## src/rrwdr_pkg.sv

```systemverilog
package rrwdr_pkg;
	// Register map, byte addresses on the bus
	localparam int unsigned ADDR_W = 18;
	localparam logic [15:0] CTRL_IDX = 16'hfe0f;
	localparam logic [17:0] CTRL_ADDR = {CTRL_IDX, 2'b00};
	localparam logic [17:0] STAT_ADDR = 18'h3f840;
	localparam logic [17:0] CLKS_ADDR = 18'h3f844;

	// Control register fields
	localparam int unsigned FLAG_BIT = 7;
	localparam int unsigned SPARE_BIT = 5;
	localparam int unsigned HLT_BIT = 4;
	localparam int unsigned CLR_BIT = 2;
	localparam int unsigned RST_BIT = 1;
	localparam int unsigned RUN_BIT = 0;
	localparam logic [7:0] CTRL_RESET = 8'h00;
	localparam logic [7:0] CTRL_WMASK = 8'h37;
	localparam logic [7:0] CLEAR_CODE = 8'h55;

	// Status register fields
	localparam int unsigned ST_PIN_BIT = 0;
	localparam int unsigned ST_DIS_BIT = 1;
	localparam int unsigned ST_RUN_BIT = 2;
	localparam int unsigned ST_MRC_BIT = 3;

	// Discharge stretch, in instruction cycles
	localparam int unsigned STRETCH_MIN_TCYC = 1920;
	localparam int unsigned STRETCH_MAX_TCYC = 2048;
	localparam int unsigned STRETCH_TCYC = (STRETCH_MIN_TCYC + STRETCH_MAX_TCYC) / 2;
	localparam int unsigned STRETCH_W = 11;

	// Core reset hold after the last source goes away
	localparam int unsigned HOLD_CYC = 16;
	localparam int unsigned HOLD_W = 5;

	localparam logic [15:0] EXT_INTERRUPT_ZERO_VECTOR = 16'h0003;
	localparam logic [15:0] SP_RESET = 16'h0000;
	localparam logic CLK_MRC_RESET = 1'b1;

	typedef enum logic [1:0]
	{
		RS_RUN = 2'b00,
		RS_HOLD = 2'b01,
		RS_LOAD = 2'b11
	} rrwdr_rst_state_t;
endpackage

```

## src/rrwdr_top.sv

```systemverilog
`timescale 1ns/1ps
// Overview of operation
// Pin low 200 us always resets device
// All resets synchronized to system clock
// Reset switches clock to medium RC oscillator
// Reset loads option start address, SFR defaults
// Reset clears stack pointer to zero
// Reset never touches data RAM
// Pin reaching high means runaway: reset/interrupt
// Discharge stretched 1920 to 2048 cycles
// Runaway flag set on reset-runaway, software clears
// Bit 5 is plain general-purpose flag
// Standby with stop bit clears run bits
// Standby without stop bit changes nothing
// Clear while running discharges and stretches
// Clear-enable low blocks discharge and clear
// Clear-enable set while stopped still discharges
// Reset-select picks reset or interrupt zero
// Run starts on 1, stops only on reset or standby with stop bit
// Reset-select resets even when not running
// Running watchdog ignores ordinary control writes
// Software clears running watchdog writing 55h
// Pin, POR/LOW_VOLTAGE_RESET, timer-watchdog reset clear control
// Software discharges with 04h before starting
// Pin detection synchronized before use
module rrwdr_top #(
	parameter logic [15:0] START_ADDR_A = 16'h0000,
	parameter logic [15:0] START_ADDR_B = 16'h0000,
	parameter int unsigned TCYC_DIV = 1
)(
	input wire logic clk, // System clock
	input wire logic rst, // Synchronous reset
	input wire logic [17:0] avs_address, // Byte address
	input wire logic avs_read, // Read request
	input wire logic avs_write, // Write request
	input wire logic [31:0] avs_writedata, // Write data
	input wire logic [3:0] avs_byteenable, // Byte lanes
	output logic [31:0] avs_readdata, // Read data
	output logic avs_waitrequest, // Stall
	input wire logic external_reset_pin_n, // Reset pin
	input wire logic por_lvd_reset, // Analog reset request
	input wire logic itimer_wdt_reset, // Timer-watchdog reset
	input wire logic standby_enter, // HALT/HOLD entry pulse
	input wire logic start_opt_sel, // Start address option
	input wire logic watchdog_rc_pin_i, // High-threshold input
	output logic watchdog_rc_pin_o, // Pin drive level
	output logic watchdog_rc_pin_oe, // Discharge transistor on
	output logic core_reset, // Synchronous core reset
	output logic clk_sel_medium_rc, // Medium RC clock chosen
	output logic pc_load, // Program counter load
	output logic [15:0] pc_load_addr, // Start address
	output logic [15:0] sp_init, // Stack pointer value
	output logic ext_interrupt_zero, // Interrupt zero pulse
	output logic [15:0] ext_interrupt_zero_vector // Interrupt zero vector
);

	initial
	begin
		if (TCYC_DIV < 1 || TCYC_DIV > 65536)
		begin
			$error("TCYC_DIV must be 1 to 65536");
		end
	end

	// Pin synchronizers: 0 rc pin high, 1 reset pin low, 2 POR/LOW_VOLTAGE_RESET
	logic [2:0] async_in;
	logic [2:0] s1_r;
	logic [2:0] s2_r;
	logic [2:0] s3_r;
	logic [2:0] stable_r;
	logic pin_hi;
	logic pin_hi_d_r;
	logic pin_low;
	logic por_req;

	assign async_in = {por_lvd_reset, ~external_reset_pin_n, watchdog_rc_pin_i};

	always_ff @(posedge clk)
	begin
		if (rst)
		begin
			s1_r <= 3'h0;
			s2_r <= 3'h0;
			s3_r <= 3'h0;
		end
		else
		begin
			s1_r <= async_in;
			s2_r <= s1_r;
			s3_r <= s2_r;
		end
	end

	always_ff @(posedge clk)
	begin
		if (rst)
		begin
			stable_r <= 3'h0;
			pin_hi_d_r <= 1'b0;
		end
		else
		begin
			for (int i = 0; i < 3; i++)
			begin
				if (s2_r[i] == s3_r[i])
				begin
					stable_r[i] <= s3_r[i];
				end
			end
			pin_hi_d_r <= stable_r[0];
		end
	end

	assign pin_hi = stable_r[0];
	assign pin_low = stable_r[1];
	assign por_req = stable_r[2];

	// Instruction cycle enable
	logic [15:0] div_cnt_r;
	logic tcyc_en;

	assign tcyc_en = (div_cnt_r == 16'(TCYC_DIV - 1));

	always_ff @(posedge clk)
	begin
		if (rst || tcyc_en)
		begin
			div_cnt_r <= 16'h0000;
		end
		else
		begin
			div_cnt_r <= div_cnt_r + 16'h0001;
		end
	end

	// Bus slave: one wait cycle per access
	logic ack_r;
	logic bus_req;
	logic wr_do;
	logic rd_take;
	logic [7:0] wdat;
	logic wr_ctrl;
	logic wr_clks;

	assign bus_req = avs_read | avs_write;
	assign avs_waitrequest = bus_req & ~ack_r;
	assign wr_do = avs_write & ack_r & avs_byteenable[0];
	assign rd_take = avs_read & ~ack_r;
	assign wdat = avs_writedata[7:0];
	assign wr_ctrl = wr_do && (avs_address == rrwdr_pkg::CTRL_ADDR);
	assign wr_clks = wr_do && (avs_address == rrwdr_pkg::CLKS_ADDR);

	always_ff @(posedge clk)
	begin
		if (rst)
		begin
			ack_r <= 1'b0;
		end
		else
		begin
			ack_r <= bus_req & ~ack_r;
		end
	end

	// Control register and runaway detection
	logic [7:0] ctrl_r;
	logic run;
	logic full_clr;
	logic fire_rst;
	logic fire_int;
	logic clear_op;
	logic stop_wr;
	logic dis_start;

	assign run = ctrl_r[rrwdr_pkg::RUN_BIT];
	// Pin, POR/LOW_VOLTAGE_RESET and timer-watchdog resets wipe the register
	assign full_clr = rst | pin_low | por_req | itimer_wdt_reset;
	// Reset case acts on level, even when stopped
	assign fire_rst = pin_hi & ctrl_r[rrwdr_pkg::RST_BIT];
	assign fire_int = pin_hi & ~pin_hi_d_r & run & ~ctrl_r[rrwdr_pkg::RST_BIT];
	assign clear_op = wr_ctrl & run & ctrl_r[rrwdr_pkg::CLR_BIT] & (wdat == rrwdr_pkg::CLEAR_CODE);
	assign stop_wr = wr_ctrl & ~run;
	assign dis_start = clear_op | (stop_wr & wdat[rrwdr_pkg::CLR_BIT]);

	always_ff @(posedge clk)
	begin
		if (full_clr)
		begin
			ctrl_r <= rrwdr_pkg::CTRL_RESET;
		end
		else if (fire_rst)
		begin
			// Runaway reset stops the watchdog, flag survives
			ctrl_r[rrwdr_pkg::FLAG_BIT] <= 1'b1;
			ctrl_r[rrwdr_pkg::CLR_BIT] <= 1'b0;
			ctrl_r[rrwdr_pkg::RST_BIT] <= 1'b0;
			ctrl_r[rrwdr_pkg::RUN_BIT] <= 1'b0;
		end
		else if (standby_enter)
		begin
			if (ctrl_r[rrwdr_pkg::HLT_BIT])
			begin
				ctrl_r[rrwdr_pkg::CLR_BIT] <= 1'b0;
				ctrl_r[rrwdr_pkg::RST_BIT] <= 1'b0;
				ctrl_r[rrwdr_pkg::RUN_BIT] <= 1'b0;
			end
		end
		else if (stop_wr)
		begin
			// Running register is locked; only stopped writes store
			ctrl_r <= (wdat & rrwdr_pkg::CTRL_WMASK) | {ctrl_r[7] & wdat[7], 7'h00};
		end
	end

	// Pulse stretcher for the discharge transistor
	logic [rrwdr_pkg::STRETCH_W-1:0] str_cnt_r;
	logic str_active;
	logic dis_on;
	logic halt_stop;

	assign str_active = (str_cnt_r != '0);
	assign halt_stop = standby_enter & ctrl_r[rrwdr_pkg::HLT_BIT];
	assign dis_on = str_active | (~run & ctrl_r[rrwdr_pkg::CLR_BIT]);

	always_ff @(posedge clk)
	begin
		if (full_clr || fire_rst || halt_stop)
		begin
			str_cnt_r <= '0;
		end
		else if (dis_start)
		begin
			str_cnt_r <= rrwdr_pkg::STRETCH_W'(rrwdr_pkg::STRETCH_TCYC);
		end
		else if (str_active && tcyc_en)
		begin
			str_cnt_r <= str_cnt_r - rrwdr_pkg::STRETCH_W'(1);
		end
	end

	always_ff @(posedge clk)
	begin
		if (rst)
		begin
			watchdog_rc_pin_oe <= 1'b0;
		end
		else
		begin
			watchdog_rc_pin_oe <= dis_on & ~full_clr & ~halt_stop;
		end
	end

	assign watchdog_rc_pin_o = 1'b0;

	always_ff @(posedge clk)
	begin
		if (rst)
		begin
			ext_interrupt_zero <= 1'b0;
		end
		else
		begin
			ext_interrupt_zero <= fire_int;
		end
	end

	// Core reset sequencer; RAM has no reset path here
	rrwdr_pkg::rrwdr_rst_state_t rs_r;
	logic [rrwdr_pkg::HOLD_W-1:0] hold_r;
	logic src_any;

	assign src_any = pin_low | por_req | itimer_wdt_reset | fire_rst;

	always_ff @(posedge clk)
	begin
		if (rst)
		begin
			rs_r <= rrwdr_pkg::RS_HOLD;
			hold_r <= rrwdr_pkg::HOLD_W'(rrwdr_pkg::HOLD_CYC);
		end
		else
		begin
			case (rs_r)
				rrwdr_pkg::RS_RUN:
				begin
					if (src_any)
					begin
						rs_r <= rrwdr_pkg::RS_HOLD;
						hold_r <= rrwdr_pkg::HOLD_W'(rrwdr_pkg::HOLD_CYC);
					end
				end
				rrwdr_pkg::RS_HOLD:
				begin
					if (src_any)
					begin
						hold_r <= rrwdr_pkg::HOLD_W'(rrwdr_pkg::HOLD_CYC);
					end
					else if (hold_r == rrwdr_pkg::HOLD_W'(1))
					begin
						rs_r <= rrwdr_pkg::RS_LOAD;
						hold_r <= '0;
					end
					else
					begin
						hold_r <= hold_r - rrwdr_pkg::HOLD_W'(1);
					end
				end
				rrwdr_pkg::RS_LOAD:
				begin
					rs_r <= src_any ? rrwdr_pkg::RS_HOLD : rrwdr_pkg::RS_RUN;
					hold_r <= rrwdr_pkg::HOLD_W'(rrwdr_pkg::HOLD_CYC);
				end
				default:
				begin
					rs_r <= rrwdr_pkg::RS_HOLD;
					hold_r <= rrwdr_pkg::HOLD_W'(rrwdr_pkg::HOLD_CYC);
				end
			endcase
		end
	end

	always_ff @(posedge clk)
	begin
		if (rst)
		begin
			core_reset <= 1'b1;
			pc_load <= 1'b0;
			pc_load_addr <= 16'h0000;
		end
		else
		begin
			core_reset <= (rs_r != rrwdr_pkg::RS_RUN);
			pc_load <= (rs_r == rrwdr_pkg::RS_LOAD);
			if (rs_r == rrwdr_pkg::RS_LOAD)
			begin
				pc_load_addr <= start_opt_sel ? START_ADDR_B : START_ADDR_A;
			end
		end
	end

	// Clock source select: medium RC on every reset
	always_ff @(posedge clk)
	begin
		if (rst || rs_r != rrwdr_pkg::RS_RUN)
		begin
			clk_sel_medium_rc <= rrwdr_pkg::CLK_MRC_RESET;
		end
		else if (wr_clks)
		begin
			clk_sel_medium_rc <= ~wdat[0];
		end
	end

	assign sp_init = rrwdr_pkg::SP_RESET;
	assign ext_interrupt_zero_vector = rrwdr_pkg::EXT_INTERRUPT_ZERO_VECTOR;

	// Read data, registered at the first cycle of a read
	logic [31:0] rd_val;

	always_comb
	begin
		rd_val = 32'h0000_0000;
		if (avs_address == rrwdr_pkg::CTRL_ADDR)
		begin
			rd_val[7:0] = ctrl_r;
		end
		else if (avs_address == rrwdr_pkg::STAT_ADDR)
		begin
			rd_val[rrwdr_pkg::ST_PIN_BIT] = pin_hi;
			rd_val[rrwdr_pkg::ST_DIS_BIT] = watchdog_rc_pin_oe;
			rd_val[rrwdr_pkg::ST_RUN_BIT] = run;
			rd_val[rrwdr_pkg::ST_MRC_BIT] = clk_sel_medium_rc;
		end
		else if (avs_address == rrwdr_pkg::CLKS_ADDR)
		begin
			rd_val[0] = ~clk_sel_medium_rc;
		end
	end

	always_ff @(posedge clk)
	begin
		if (rst)
		begin
			avs_readdata <= 32'h0000_0000;
		end
		else if (rd_take)
		begin
			avs_readdata <= rd_val;
		end
	end

endmodule

```

## config.mk

```make
export PLATFORM = sky130hd
export DESIGN_NAME = rrwdr_top
export DESIGN_NICKNAME = d
export VERILOG_FILES = /design/src/rrwdr_pkg.sv /design/src/rrwdr_top.sv
export SDC_FILE = /design/constraint.sdc
export NUM_CORES = 1
export LEC_CHECK = 0
export BUFFER_PORTS_ARGS = -buffer_cell sky130_fd_sc_hd__buf_4
export CAP_MARGIN = 10
export CORE_MARGIN = 2
export CORE_UTILIZATION = 47
export CTS_CLUSTER_SIZE = 14
export DETAILED_ROUTE_END_ITERATION = 10
export PLACE_DENSITY = 0.87
export SYNTH_ARGS = -nofsm -noshare
export SYNTH_HDL_FRONTEND = slang
export SYNTH_SLANG_ARGS = --single-unit
```

## constraint.sdc

```tcl
create_clock -name clk -period 2.33 [get_ports clk]
set_clock_uncertainty 0.1 [all_clocks]
set_input_delay 0.466 -clock clk [delete_from_list [all_inputs] [get_ports clk]]
set_output_delay 0.466 -clock clk [all_outputs]
set_load 0.03 [all_outputs]
```

==> results.cfg <==
[floorplan]
io_pins = 151
core_area_um2 = 6910
chipWidth_um = 89.0
die-area_um2 = 7920
start_util_pct = 49.2
die_h_um = 89.0
rows = 30

[min_path]
holdPathStages = 2
hold_path.class = input port to flop

[power]
fin_total_pwr_mw = 3.10
power.sequential.fraction_pct = 40.6
p_sw_share_pct = 32.8
power.switching_mw = 1.02
ir_worst_vdd_mv = 0.565
power_density_nw_per_um2 = 815
pwr-share-comb_pct = 28.9
p_int_mw = 2.09
total_leakage_power_nw = 1.62
clock_power_share_pct = 30.5

[global_routing]
grt-ovfl-total = 0
grt_pass1_vias = 2316
grt_pass1_wl_mm = 10.2
grt.total_usage_pct = 16.7
antenna_found_initial = 0
grt_max_degree = 26

[sta]
rsz0062_at_grt = no
setup_tns_ps = 0
finalHoldViolCount = 0
finalCritPeriodShare_pct = 91.0
max_slew.worst_pin.slew_ps = 563
slew_headroom_pct = 62.1
setup_viol = 0
slew_viol_final = 0
clock.fmax_mhz = 472
min_period_ps = 2120

[status]
status = finished, final reports clean

[synth]
yosys_most_used_dff = dfxtp_1
ys_seq_elements = 66
avgSynthCellArea_um2 = 8.54
netlist_area_um2 = 3400
ys_async_sr_fraction_pct = 0
netlist-cell-type-count = 43
synth_edf_count = 0
ys_warn_count = 0
ys_seq_area_share_pct = 38.9
netlist_instances = 398

[cts]
cts_setup_buffers = 0
htreeDepth = 3
insertion_delay_ps = 330
cts_tree = built
cts_buffers = 9
cts_sinks = 66
cts_resized = 0
clk_path_buf_depth = 2
clkTransAtPathRegs_ps = 70
hold_buffers = 0
clockRootBuffer = clkbuf_8

[place]
numPortBuffers = 48
hpwl_mm = 5.06
gp_congestion = 0.883

[flow_run]
maxCapViolCount = 0

[critical_path]
crit_path_end_kind = flop
worst-path-max-fanout = 10
startpoint_type = flop
rr_worst_depth = 8
critPathArrivalTime_ps = 2280
cp.required_ps = 2490
setup.worst_path.class = flop to flop

[routing]
num_vias = 2666
wl_per_cell_um = 12.0
via_per_inst = 4.80
drcViolationCount = 0
final_antenna_net_count = 0
drt_iter0_drc = 176
finalWirelength_mm = 6.64
first_pass_iters = 4

[cells_and_area]
multi_input_area_um2 = 1730
fillers = 615
area_growth_pct = 12.1
layout.area.seq_um2 = 1320
drive_above_1_share_pct = 17.2
fin_nets = 524
num_antenna_cells = 0
==> cell usage in the layout (no fill, tap or decap), types with 3 or more instances in the layout <==
cell type,netlist,final
clkbuf_8,0,10
a221oi_1,3,3
nand2b_1,6,6
nand2_1,38,38
nor2b_1,10,10
xnor2_1,17,17
nor2_1,42,42
or3_1,4,4
nor3_1,14,14
or4b_2,3,3
clkinv_2,0,3
buf_4,74,55
nor4_1,7,7
ha_1,6,6
xor2_1,8,8
dfxtp_1,66,66
o31ai_1,3,3
inv_1,8,8
nand3_1,12,12
and3_1,7,7
nand4_1,8,8
conb_1,2,74
a21oi_1,14,14
o21ai_0,12,12
==> worst max-delay path, stage by stage, from the launching register on <==
cell     delay [ps]
dfxtp_1         330
inv_1           120
ha_1            150
or4b_2          630
nor4_4          150
buf_4           210
nor3_1           80
xnor2_1         120
o21ai_0         150
==> stage by stage <==
stage | hold slack [ps] | instances | util, % | cell area, µm² | setup WS [ps]
floorplan | 314 | 470 | - | 3670 | 244
detailed placement | 324 | 539 | 52.3 | 3610 | 106
CTS | 152 | 555 | 55.1 | 3810 | 204
global placement | 318 | 539 | 52.3 | 3610 | 180
global route | 159 | 555 | 55.1 | 3810 | 67.3
finish | 174 | 555 | 55.1 | 3810 | 209
==> cells in the mapped netlist, drive strengths merged, types with 2 or more instances <==
library cell	n	area [µm²]
a21oi	14	70.1
a221oi	3	26.3
and3	7	43.8
and4	2	17.5
buf	75	561
clkbuf	7	26.3
conb	2	7.51
dfxtp	66	1320
ha	6	75.1
inv	8	30.0
mux2	2	22.5
mux2i	2	20.0
nand2	38	143
nand2b	6	37.5
nand3	12	60.1
nand4	8	50.1
nor2	42	158
nor2b	10	62.6
nor3	14	70.1
nor4	10	90.1
nor4b	2	17.5
nor4bb	2	20.0
o21ai	13	65.1
o31ai	3	22.5
or3	4	25.0
or4	3	26.3
or4b	3	30.0
xnor2	17	149
xor2	8	70.1
==> final timing paths <==
check	slack [ps]	start	end
worst max-delay path	210	str_cnt_r[0]$_SDFFE_PP0P_	str_cnt_r[7]$_SDFFE_PP0P_
worst min-delay path	170	external_reset_pin_n	s1_r[1]$_SDFF_PP0_
worst max register to register	210	str_cnt_r[0]$_SDFFE_PP0P_	str_cnt_r[7]$_SDFFE_PP0P_
worst min register to register	340	s1_r[2]$_SDFF_PP0_	s2_r[2]$_SDFF_PP0_
==> logic make-up (layout without fill, tap and decap cells) <==
logic type | Yosys count | in the layout | share of synthesized area, %
multiplexers | 4 | 4 | 1.25
AO/OA/AOI/OAI | 37 | 37 | 6.41
flip-flops | 66 | 66 | 38.9
AND/OR/NAND/NOR | 168 | 168 | 26.4
XOR/XNOR | 25 | 25 | 6.45
buffers and inverters | 90 | 79 | 18.2
other | 2 | 74 | 0.221
adder cells (fa/ha/maj) | 6 | 6 | 2.21
==> layer usage <==
layer,share of wire [%],track usage [%]
met1,41,20.2
met2,47,26.8
met3,11,6.56
met4,1.2,6.65
met5,0,0
==> state kept, by name, summed over array words and instances (netlist names) <==
signal / cells
div_cnt_r: 16
s3_r: 3
avs_readdata: 7
rs_r: 2
stable_r: 3
core_reset: 1
pc_load: 1
hold_r: 5
watchdog_rc_pin_oe: 1
str_cnt_r: 11
ext_interrupt_zero: 1
clk_sel_medium_rc: 1
s2_r: 3
pin_hi_d_r: 1
ctrl_r: 6
s1_r: 3
ack_r: 1
==> area by class of cell <==
class	instances	share of cell area, %
inverters	8	0.788
clock buffers	11	3.71
repair buffers	55	10.8
multi-input cells	314	45.4
well taps	96	3.15
flip-flops and latches	66	34.7
clock inverters	5	1.41
==> power by group through the flow <==
| stage | clock network [mW] | logic, mW | registers, mW |
|---|---|---|---|
| after floorplan | 0 | 0.780 | 1.29 |
| final | 0.945 | 0.897 | 1.26 |
| after detailed placement | 0 | 0.893 | 1.29 |
| after global placement | 0 | 0.858 | 1.28 |
| after CTS | 0.968 | 0.894 | 1.26 |
| after global routing | 1.02 | 0.988 | 1.27 |
Power figures use the tool's default switching activity.
